==> src/core_config_regs.svh <==
// register offsets, field positions, reset values and codes of the core configuration block
`ifndef CORE_CONFIG_REGS_SVH
`define CORE_CONFIG_REGS_SVH

`define SLAVE_CORE_CONFIG_OFFSET      12'h141
`define CORE_FEATURE_CONFIG_LO_OFFSET 12'h142
`define CORE_FEATURE_CONFIG_HI_OFFSET 12'h143
`define RESERVED_CONFIG_LO_OFFSET     12'h144
`define RESERVED_CONFIG_HI_OFFSET     12'h145
`define INTERFACE_CONFIG_OFFSET       12'h150

`define SLAVE_CORE_CONFIG_RESET       8'h00
`define CORE_FEATURE_CONFIG_RESET     16'h0000
`define RESERVED_CONFIG_RESET         16'h0000
`define INTERFACE_CONFIG_RESET        8'h00
`define APPLICATION_LAYER_STATUS_RESET 8'h01

`define SCC_LINK_PORT2_BIT            6
`define SCC_LINK_PORT1_BIT            5
`define SCC_LINK_PORT0_BIT            4
`define SCC_LINK_BITS_MASK            8'h72
`define SCC_USED_MASK                 8'h7F
`define CFC_USED_MASK                 16'hC0C0

`define DIGITAL_IO_PERSONALITY        8'h04

`define SAMPLE_END_OF_FRAME           2'h0
`define SAMPLE_LATCH_EDGE             2'h1
`define SAMPLE_SYNC_ZERO              2'h2
`define SAMPLE_SYNC_ONE               2'h3

`define DIO_WIDTH                     32

`endif

==> src/core_config_pkg.sv <==
// types of the core configuration block
package core_config_pkg;

  typedef struct packed {
    logic       reserved7;
    logic [2:0] link_port_enable;
    logic       latch_unit_enable;
    logic       sync_unit_enable;
    logic       link_all_ports;
    logic       device_emulation;
  } slave_core_config_type;

  typedef struct packed {
    logic [1:0] output_sample_select;
    logic [1:0] input_sample_select;
    logic       watchdog_behaviour;
    logic       bidirectional_mode;
    logic       output_valid_mode;
    logic       output_valid_polarity;
  } dio_config_type;

  typedef struct packed {
    logic       load_strobe;
    logic       load_ok;
    logic [7:0] slave_core_config;
    logic [15:0] core_feature_config;
    logic [15:0] reserved_config_word;
    logic [7:0] interface_config;
  } eeprom_load_type;

  typedef struct packed {
    logic        start_of_frame;
    logic        end_of_frame;
    logic        sync_event_zero;
    logic        sync_event_one;
    logic        watchdog_trigger;
    logic        watchdog_expired;
  } dio_events_type;

  typedef enum logic [1:0] {
    out_running,
    out_pending_reset,
    out_cleared
  } output_state_type;

endpackage

==> src/rising_edge_sync.sv <==
// two-flop synchroniser with rising edge detector
`timescale 1ns/100ps
module rising_edge_sync (
  input  wire logic sys_clk,
  input  wire logic resetn,
  input  wire logic async_in,
  output logic      level,
  output logic      rise
);
  logic stage_one;
  logic stage_two;
  logic stage_three;

  always_ff @(posedge sys_clk or negedge resetn) begin
    if (!resetn) begin
      stage_one   <= 1'b0;
      stage_two   <= 1'b0;
      stage_three <= 1'b0;
    end else begin
      stage_one   <= async_in;
      stage_two   <= stage_one;
      stage_three <= stage_two;
    end
  end

  assign level = stage_two;
  assign rise  = stage_two & ~stage_three;
endmodule // rising_edge_sync

==> src/core_config_bank.sv <==
// slave core configuration registers and digital i/o personality
`timescale 1ns/100ps
`include "core_config_regs.svh"

// Summary of operation
// - each per-port link bit enables enhanced link detection on its port
// - all-ports bit enables enhanced link detection on every port
// - clock latch and sync unit bits are readable and do nothing
// - emulation off: status written by interface; on: status follows control
// - slave core configuration comes only from the eeprom load
// - link enable bits latched only at the first load after each reset, and only if that load is good
// - management link detection bit reports phy link detection active
// - error indicator enable bit gates the error indicator output
// - phy register 9 management writes allowed only when enable bit set
// - combined state indicator mode follows its select bit
// - multi-byte registers are little endian: low byte at low address
// - interface configuration meaning depends on personality select
// - outputs update at end of frame, sync zero or sync one; at watchdog trigger when output-valid mode is 1
// - inputs captured at start of frame, latch edge, sync zero or one
// - watchdog expiry clears outputs at once or at next output event
// - direction mode: per-pin directions or all pins bidirectional
// - output-valid signals output events or watchdog triggers
// - output-valid polarity: 0 active high, 1 active low
// - digital i/o personality applies for select code 04h
// - status writable from interface only while emulation off
module core_config_bank (
  input  wire logic                            sys_clk,
  input  wire logic                            resetn,
  input  core_config_pkg::eeprom_load_type     eeprom_load,
  input  wire logic [7:0]                      interface_personality_select,
  input  wire logic [11:0]                     read_addr,
  output logic [7:0]                           read_data,
  input  wire logic                            status_write,
  input  wire logic [7:0]                      status_write_data,
  input  wire logic                            control_write,
  input  wire logic [7:0]                      control_write_data,
  output logic [7:0]                           application_layer_status,
  output logic [2:0]                           enhanced_link_enable,
  output logic                                 phy_link_detection_active,
  input  wire logic                            error_indicator_request,
  output logic                                 error_indicator,
  input  wire logic                            phy_reg9_write_request,
  output logic                                 phy_reg9_write_allowed,
  output logic                                 combined_state_indicator,
  input  core_config_pkg::dio_events_type      dio_events,
  input  wire logic                            latch_input,
  input  wire logic [`DIO_WIDTH-1:0]           pending_output_data,
  input  wire logic [`DIO_WIDTH-1:0]           direction_control,
  input  wire logic [`DIO_WIDTH-1:0]           dio_pin_in,
  output logic [`DIO_WIDTH-1:0]                dio_pin_out,
  output logic [`DIO_WIDTH-1:0]                dio_pin_oe,
  output logic [`DIO_WIDTH-1:0]                captured_inputs,
  output logic                                 output_valid
);
  import core_config_pkg::*;

  // ------------------------------------------------------------
  // register storage
  // ------------------------------------------------------------
  slave_core_config_type slave_core_config;
  slave_core_config_type next_slave_core_config;
  logic [15:0]           core_feature_config;
  logic [15:0]           next_core_feature_config;
  logic [15:0]           reserved_config_word;
  logic [15:0]           next_reserved_config_word;
  dio_config_type        interface_config;
  dio_config_type        next_interface_config;
  logic                  link_captured;
  logic                  next_link_captured;
  logic [7:0]            next_application_layer_status;
  logic                  digital_io_active;

  always_comb begin
    next_slave_core_config    = slave_core_config;
    next_core_feature_config  = core_feature_config;
    next_reserved_config_word = reserved_config_word;
    next_interface_config     = interface_config;
    next_link_captured        = link_captured;
    if (eeprom_load.load_strobe) begin
      // loaded only from the eeprom, no write path
      next_slave_core_config.latch_unit_enable = eeprom_load.slave_core_config[3];
      next_slave_core_config.sync_unit_enable  = eeprom_load.slave_core_config[2];
      next_slave_core_config.device_emulation  = eeprom_load.slave_core_config[0];
      next_core_feature_config  = eeprom_load.core_feature_config & `CFC_USED_MASK;
      next_reserved_config_word = eeprom_load.reserved_config_word;
      next_interface_config     = eeprom_load.interface_config;
      // link bits only at the first load, and only if it is good
      if (!link_captured) begin
        next_link_captured = 1'b1;
        if (eeprom_load.load_ok) begin
          next_slave_core_config.link_port_enable = eeprom_load.slave_core_config[6:4];
          next_slave_core_config.link_all_ports   = eeprom_load.slave_core_config[1];
        end
      end
    end
    next_slave_core_config.reserved7 = 1'b0;
  end

  always_ff @(posedge sys_clk or negedge resetn) begin
    if (!resetn) begin
      slave_core_config    <= `SLAVE_CORE_CONFIG_RESET;
      core_feature_config  <= `CORE_FEATURE_CONFIG_RESET;
      reserved_config_word <= `RESERVED_CONFIG_RESET;
      interface_config     <= `INTERFACE_CONFIG_RESET;
      link_captured        <= 1'b0;
    end else begin
      slave_core_config    <= next_slave_core_config;
      core_feature_config  <= next_core_feature_config;
      reserved_config_word <= next_reserved_config_word;
      interface_config     <= next_interface_config;
      link_captured        <= next_link_captured;
    end
  end

  // ------------------------------------------------------------
  // feature outputs
  // ------------------------------------------------------------
  assign enhanced_link_enable = slave_core_config.link_port_enable
                              | {3{slave_core_config.link_all_ports}};
  assign phy_link_detection_active = core_feature_config[15];
  assign error_indicator = error_indicator_request & core_feature_config[14];
  assign phy_reg9_write_allowed = phy_reg9_write_request & core_feature_config[7];
  assign combined_state_indicator = core_feature_config[6];
  assign digital_io_active = (interface_personality_select == `DIGITAL_IO_PERSONALITY);

  // ------------------------------------------------------------
  // application layer status
  // ------------------------------------------------------------
  always_comb begin
    next_application_layer_status = application_layer_status;
    if (slave_core_config.device_emulation) begin
      if (control_write) begin
        next_application_layer_status = control_write_data;
      end
    end else if (status_write) begin
      next_application_layer_status = status_write_data;
    end
  end

  always_ff @(posedge sys_clk or negedge resetn) begin
    if (!resetn) begin
      application_layer_status <= `APPLICATION_LAYER_STATUS_RESET;
    end else begin
      application_layer_status <= next_application_layer_status;
    end
  end

  // ------------------------------------------------------------
  // register read port, little endian
  // ------------------------------------------------------------
  logic [7:0] next_read_data;

  always_comb begin
    case (read_addr)
      `SLAVE_CORE_CONFIG_OFFSET:      next_read_data = slave_core_config & `SCC_USED_MASK;
      `CORE_FEATURE_CONFIG_LO_OFFSET: next_read_data = core_feature_config[7:0];
      `CORE_FEATURE_CONFIG_HI_OFFSET: next_read_data = core_feature_config[15:8];
      `RESERVED_CONFIG_LO_OFFSET:     next_read_data = reserved_config_word[7:0];
      `RESERVED_CONFIG_HI_OFFSET:     next_read_data = reserved_config_word[15:8];
      `INTERFACE_CONFIG_OFFSET:       next_read_data = interface_config;
      default:                        next_read_data = 8'h00;
    endcase
  end

  always_ff @(posedge sys_clk or negedge resetn) begin
    if (!resetn) begin
      read_data <= 8'h00;
    end else begin
      read_data <= next_read_data;
    end
  end

  // ------------------------------------------------------------
  // latch input synchroniser
  // ------------------------------------------------------------
  logic latch_rise;

  rising_edge_sync latch_sync (
    .sys_clk  (sys_clk),
    .resetn   (resetn),
    .async_in (latch_input),
    .level    (),
    .rise     (latch_rise)
  );

  // ------------------------------------------------------------
  // digital i/o events
  // ------------------------------------------------------------
  logic output_event;
  logic input_event;

  always_comb begin
    output_event = 1'b0;
    if (interface_config.output_valid_mode) begin
      output_event = dio_events.watchdog_trigger;
    end else begin
      case (interface_config.output_sample_select)
        `SAMPLE_END_OF_FRAME: output_event = dio_events.end_of_frame;
        `SAMPLE_SYNC_ZERO:    output_event = dio_events.sync_event_zero;
        `SAMPLE_SYNC_ONE:     output_event = dio_events.sync_event_one;
        default:              output_event = 1'b0;
      endcase
    end
    output_event = output_event & digital_io_active;
  end

  always_comb begin
    case (interface_config.input_sample_select)
      `SAMPLE_END_OF_FRAME: input_event = dio_events.start_of_frame;
      `SAMPLE_LATCH_EDGE:   input_event = latch_rise;
      `SAMPLE_SYNC_ZERO:    input_event = dio_events.sync_event_zero;
      `SAMPLE_SYNC_ONE:     input_event = dio_events.sync_event_one;
      default:              input_event = 1'b0;
    endcase
    input_event = input_event & digital_io_active;
  end

  // ------------------------------------------------------------
  // input pins
  // ------------------------------------------------------------
  logic [`DIO_WIDTH-1:0] pin_stage_one;
  logic [`DIO_WIDTH-1:0] pin_stage_two;
  logic [`DIO_WIDTH-1:0] next_captured_inputs;

  always_comb begin
    next_captured_inputs = captured_inputs;
    if (input_event) begin
      next_captured_inputs = pin_stage_two;
    end
  end

  always_ff @(posedge sys_clk or negedge resetn) begin
    if (!resetn) begin
      pin_stage_one   <= '0;
      pin_stage_two   <= '0;
      captured_inputs <= '0;
    end else begin
      pin_stage_one   <= dio_pin_in;
      pin_stage_two   <= pin_stage_one;
      captured_inputs <= next_captured_inputs;
    end
  end

  // ------------------------------------------------------------
  // output pins and watchdog reaction
  // ------------------------------------------------------------
  output_state_type      out_state;
  output_state_type      next_out_state;
  logic [`DIO_WIDTH-1:0] next_dio_pin_out;
  logic                  valid_active;
  logic                  next_valid_active;

  always_comb begin
    next_out_state    = out_state;
    next_dio_pin_out  = dio_pin_out;
    next_valid_active = output_event;
    case (out_state)
      out_running: begin
        if (dio_events.watchdog_expired && !interface_config.watchdog_behaviour) begin
          next_dio_pin_out = '0;
          next_out_state   = out_cleared;
        end else if (dio_events.watchdog_expired) begin
          next_out_state = out_pending_reset;
          if (output_event) begin
            next_dio_pin_out = pending_output_data;
          end
        end else if (output_event) begin
          next_dio_pin_out = pending_output_data;
        end
      end
      out_pending_reset: begin
        if (output_event) begin
          next_dio_pin_out = '0;
          next_out_state   = out_cleared;
        end
      end
      out_cleared: begin
        if (dio_events.watchdog_trigger) begin
          next_out_state = out_running;
          if (output_event) begin
            next_dio_pin_out = pending_output_data;
          end
        end
      end
      default: begin
        next_out_state = out_running;
      end
    endcase
  end

  always_ff @(posedge sys_clk or negedge resetn) begin
    if (!resetn) begin
      out_state    <= out_running;
      dio_pin_out  <= '0;
      valid_active <= 1'b0;
    end else begin
      out_state    <= next_out_state;
      dio_pin_out  <= next_dio_pin_out;
      valid_active <= next_valid_active;
    end
  end

  assign output_valid = valid_active ^ interface_config.output_valid_polarity;

  // per-pin direction, or all pins released as bidirectional inputs
  assign dio_pin_oe = (!digital_io_active || interface_config.bidirectional_mode)
                    ? '0 : ~direction_control;

endmodule // core_config_bank

==> config.mk <==
export PLATFORM = sky130hd
export DESIGN_NAME = core_config_bank
export DESIGN_NICKNAME = d
export VERILOG_FILES = /design/src/core_config_pkg.sv /design/src/rising_edge_sync.sv /design/src/core_config_bank.sv
export VERILOG_INCLUDE_DIRS = /design/src
export SDC_FILE = /design/constraint.sdc
export NUM_CORES = 1
export LEC_CHECK = 0
export BUFFER_PORTS_ARGS = -buffer_cell sky130_fd_sc_hd__buf_2
export CAP_MARGIN = 15
export CORE_ASPECT_RATIO = 1.5
export CORE_MARGIN = 10
export CORE_UTILIZATION = 42
export CTS_CLUSTER_DIAMETER = 50
export DETAILED_ROUTE_END_ITERATION = 7
export GPL_TIMING_DRIVEN = 0
export PLACE_DENSITY = 0.78
export SLEW_MARGIN = 40
export SYNTH_ARGS = -nofsm -noshare
export SYNTH_HDL_FRONTEND = slang
export SYNTH_SLANG_ARGS = --single-unit
export TNS_END_PERCENT = 100
==> constraint.sdc <==
create_clock -name sys_clk -period 1.8 [get_ports sys_clk]
set_input_delay 0.36 -clock sys_clk [delete_from_list [all_inputs] [get_ports sys_clk]]
set_output_delay 0.36 -clock sys_clk [all_outputs]
set_load 0.05 [all_outputs]
==> impl_metrics.sql <==
INSERT INTO impl_metrics (metric_group, metric, value, unit) VALUES
('clock_network', 'clkSinkCount', '186', ''),
('worst_setup_path', 'startpoint_type', 'input pin', ''),
('worst_setup_path', 'max_stage_delay', '0.33', 'ns'),
('placed_design', 'place_worst_setup_slack', '-0.600', 'ns'),
('clock_network', 'clock_tree.buffer_depth', '2', ''),
('cells_and_area', 'areaGrowthSynthToFinish', '53.1', '%'),
('cells_and_area', 'drive_above_1_share', '62.9', '%'),
('cells_and_area', 'final_common_cell', 'sky130_fd_sc_hd__buf_2', ''),
('power', 'switchingPower', '0.00388', 'W'),
('run_status', 'failed_checks', 'negative setup slack', ''),
('sta', 'hold-worst-slack', '0.0377', 'ns'),
('sta', 'final.setup_skew', '0.0138', 'ns'),
('power', 'p_int', '0.00776', 'W'),
('detailed_routing', 'drc', '0', ''),
('worst_setup_path', 'path_max_fanout', '6', ''),
('die', 'die_x', '125', 'um'),
('worst_setup_path', 'worstReg2RegStart', 'latch_sync.level$_DFF_PN0_', ''),
('power', 'powerDensity', '1090', 'nW/um^2'),
('worst_setup_path', 'worst_ep_required_time', '1.44', 'ns'),
('detailed_routing', 'via_count', '5472', ''),
('grt', 'grt_pass1_wl', '32.5', 'mm'),
('worst_setup_path', 'worst-path-buf-inv', '3', ''),
('detailed_routing', 'drt.antenna.violating_nets', '0', ''),
('cells_and_area', 'finish.net_count', '1058', ''),
('placed_design', 'detailed_place_hpwl', '16.0', 'mm'),
('die', 'coreArea', '16300', 'um^2'),
('sta', 'timing.final.ws_setup', '-0.326', 'ns'),
('logic_synthesis', 'synth.cell_area', '6960', 'um^2'),
('detailed_routing', 'wirelength', '21.6', 'mm'),
('sta', 'max_freq', '470', 'MHz'),
('sta', 'timing.final.max_slew_violations', '0', ''),
('sta', 'rsz_0062_raised_after_global_routing', 'true', ''),
('grt', 'grt_start_max_net_pins', '72', ''),
('detailed_routing', 'detail_route.first_pass.iterations', '4', ''),
('power', 'swShare', '33.3', '%'),
('sta', 'setup_viol', '93', ''),
('min_path', 'holdCritPathClass', 'input pin to flop', ''),
('power', 'ir_worst_vdd', '707', 'uV'),
('placed_design', 'number_of_port_buffers', '299', ''),
('clock_network', 'insertion_delay', '0.42', 'ns'),
('logic_synthesis', 'ys_warn_count', '0', ''),
('logic_synthesis', 'syn_inst', '523', ''),
('sta', 'period_minus_slack', '2.13', 'ns'),
('detailed_routing', 'initialDrtViolationCount', '244', ''),
('worst_setup_path', 'timing.critical_path.cells', 'buf_2, nor4_4, nand2_2, or2_4, clkbuf_16, nor2_4, buf_8', ''),
('worst_setup_path', 'critical-path-top-delay-family', 'simple AND/OR/NAND/NOR gates', ''),
('worst_setup_path', 'timing.critical_path.slowest_stage_cell', 'sky130_fd_sc_hd__or2_4', ''),
('die', 'placement_rows', '57', ''),
('run_status', 'run_status', 'finished, violations left', ''),
('worst_setup_path', 'critPathArrivalTime', '1.77', 'ns'),
('clock_network', 'cts.reportedPaths.clkPinSlew', '0.08', 'ns'),
('power', 'power.leakage', '5.30', 'nW'),
('worst_setup_path', 'timing.critical_path.from', 'interface_personality_select[4]', ''),
('die', 'initial_cell_density_of_the_core', '42.8', '%'),
('grt', 'antenna_found_initial', '4', ''),
('clock_network', 'ctsRootBufferMaster', 'sky130_fd_sc_hd__clkbuf_16', ''),
('clock_network', 'cts_htree_levels', '4', ''),
('grt', 'gr-usage-all-layers', '18.5', '%'),
('sta', 'layout_worst_path_cycle_share', '118', '%'),
('grt', 'via_count_of_the_first_global_routing_pass', '5987', ''),
('flow_run', 'maxCapViolations', '0', ''),
('logic_synthesis', 'synth_largest_type_area_fraction', '66.5', '%'),
('placed_design', 'globalplace.congestion', '0.826', ''),
('power', 'power_frac_seq', '39.3', '%'),
('logic_synthesis', 'synth.largest_area_cell', 'sky130_fd_sc_hd__dfrtp_1', ''),
('logic_synthesis', 'synth_seq_area_share', '66.9', '%'),
('sta', 'slew_headroom', '51.6', '%'),
('logic_synthesis', 'synth_edf_count', '0', ''),
('power', 'clock_power_share', '33.5', '%'),
('sta', 'finalHoldViolations', '0', ''),
('sta', 'worstMarginPinSlew', '0.726', 'ns');
-- metrics by stage --
stage	setup TNS [ns]	utilization, %	total power [W]	cells	cell area, um^2
floorplan	-6.77	-	0.00610	523	7400
global placement	-508.26	56.3	0.00678	1028	9160
detailed placement	-40.52	56.7	0.00684	1030	9220
CTS	-17.87	63.6	0.0114	1075	10300
global route	-21.55	65.5	0.0121	1081	10700
finish	-15.76	65.6	0.0116	1083	10700
-- path summary, 6_finish.rpt --
kind | to | slack, ns | depth (start not counted)
min | pin_stage_one[16]$_DFF_PN0_ | 0.04 | 1
min in group asynchronous | captured_inputs[10]$_DFFE_PN0P_ | 0.46 | 2
max reg2reg | captured_inputs[26]$_DFFE_PN0P_ | -0.14 | 5
min reg2reg | pin_stage_two[28]$_DFF_PN0_ | 0.34 | 0
max in group asynchronous | dio_pin_out[25]$_DFFE_PN0P_ | 0.68 | 3
max | dio_pin_oe[2] | -0.33 | 7
-- synthesized netlist by cell type (3+ instances only) --
library cell,n
sky130_fd_sc_hd__clkbuf_2,3
sky130_fd_sc_hd__or2_2,6
sky130_fd_sc_hd__inv_1,3
sky130_fd_sc_hd__nor2b_1,10
sky130_fd_sc_hd__clkbuf_1,18
sky130_fd_sc_hd__ha_1,3
sky130_fd_sc_hd__dfrtp_1,185
sky130_fd_sc_hd__nand2_1,38
sky130_fd_sc_hd__buf_2,3
sky130_fd_sc_hd__buf_6,3
sky130_fd_sc_hd__mux2_2,70
sky130_fd_sc_hd__o21ai_1,7
sky130_fd_sc_hd__a211oi_1,9
sky130_fd_sc_hd__a21oi_1,11
sky130_fd_sc_hd__o21ai_0,31
sky130_fd_sc_hd__mux2i_1,16
sky130_fd_sc_hd__nand3_1,34
sky130_fd_sc_hd__a22oi_1,6
sky130_fd_sc_hd__nor2_1,39
-- metal layers --
| layer | GRT usage, % | up-vias | part of all wire (%) |
|---|---|---|---|
| met4 | 8.13 | 2 | 3.2 |
| li1 | - | 2511 | - |
| met3 | 5.52 | 39 | 6.5 |
| met2 | 34.0 | 220 | 55 |
| met1 | 19.0 | 2700 | 36 |
| met5 | 0 | - | 0.032 |
-- logic make-up (layout without fill, tap and decap cells) --
group / after synthesis / after routing / share of synthesized area [%]
buffers and inverters: 32 / 382 / 2.16
other: 0 / 4 / 0
multiplexers: 87 / 87 / 13.9
AND/OR/NAND/NOR: 144 / 144 / 10.4
XOR/XNOR: 1 / 1 / 0.126
flip-flops: 186 / 186 / 66.9
adder cells (fa/ha/maj): 3 / 3 / 0.539
AO/OA/AOI/OAI: 70 / 70 / 5.97
-- power by group through the flow --
stage	sequential [W]	clock (W)	combinational, W
6_report	0.00458	0.00390	0.00316
5_1_grt	0.00461	0.00416	0.00335
4_1_cts	0.00458	0.00399	0.00282
3_5_place_dp	0.00466	0	0.00218
3_3_place_gp	0.00464	0	0.00214
2_1_floorplan	0.00491	0	0.00119
-- flip-flops by register name (all words and copies together), names as in the netlist, 2 cells and up --
| register | cells |
|---|---|
| captured_inputs | 32 |
| out_state | 2 |
| slave_core_config | 7 |
| core_feature_config | 4 |
| pin_stage_two | 32 |
| read_data | 8 |
| reserved_config_word | 16 |
| dio_pin_out | 32 |
| pin_stage_one | 32 |
| application_layer_status | 8 |
| interface_config | 8 |
-- timing repair --
item                                   CTS  global route
setup endpoints to repair               94            96
gates resized for setup                 95            73
pin swaps                               42            14
endpoints found under the hold margin   45             0
cloned                                   4             1
buffers inserted                         9             3
hold buffers                             1             0
-- layout make-up --
| cell class | count | area (um^2) |
|---|---|---|
| fill | 1241 | 5600 |
| sequential | 186 | 4660 |
| multi-input combinational | 305 | 2760 |
| timing repair buffer | 319 | 2030 |
| clock buffer | 17 | 425 |
| buffer | 28 | 290 |
| tap | 206 | 258 |
| clock inverter | 15 | 218 |
| inverter | 3 | 11.3 |
| antenna | 4 | 10.0 |
Power figures use the tool's default switching activity.
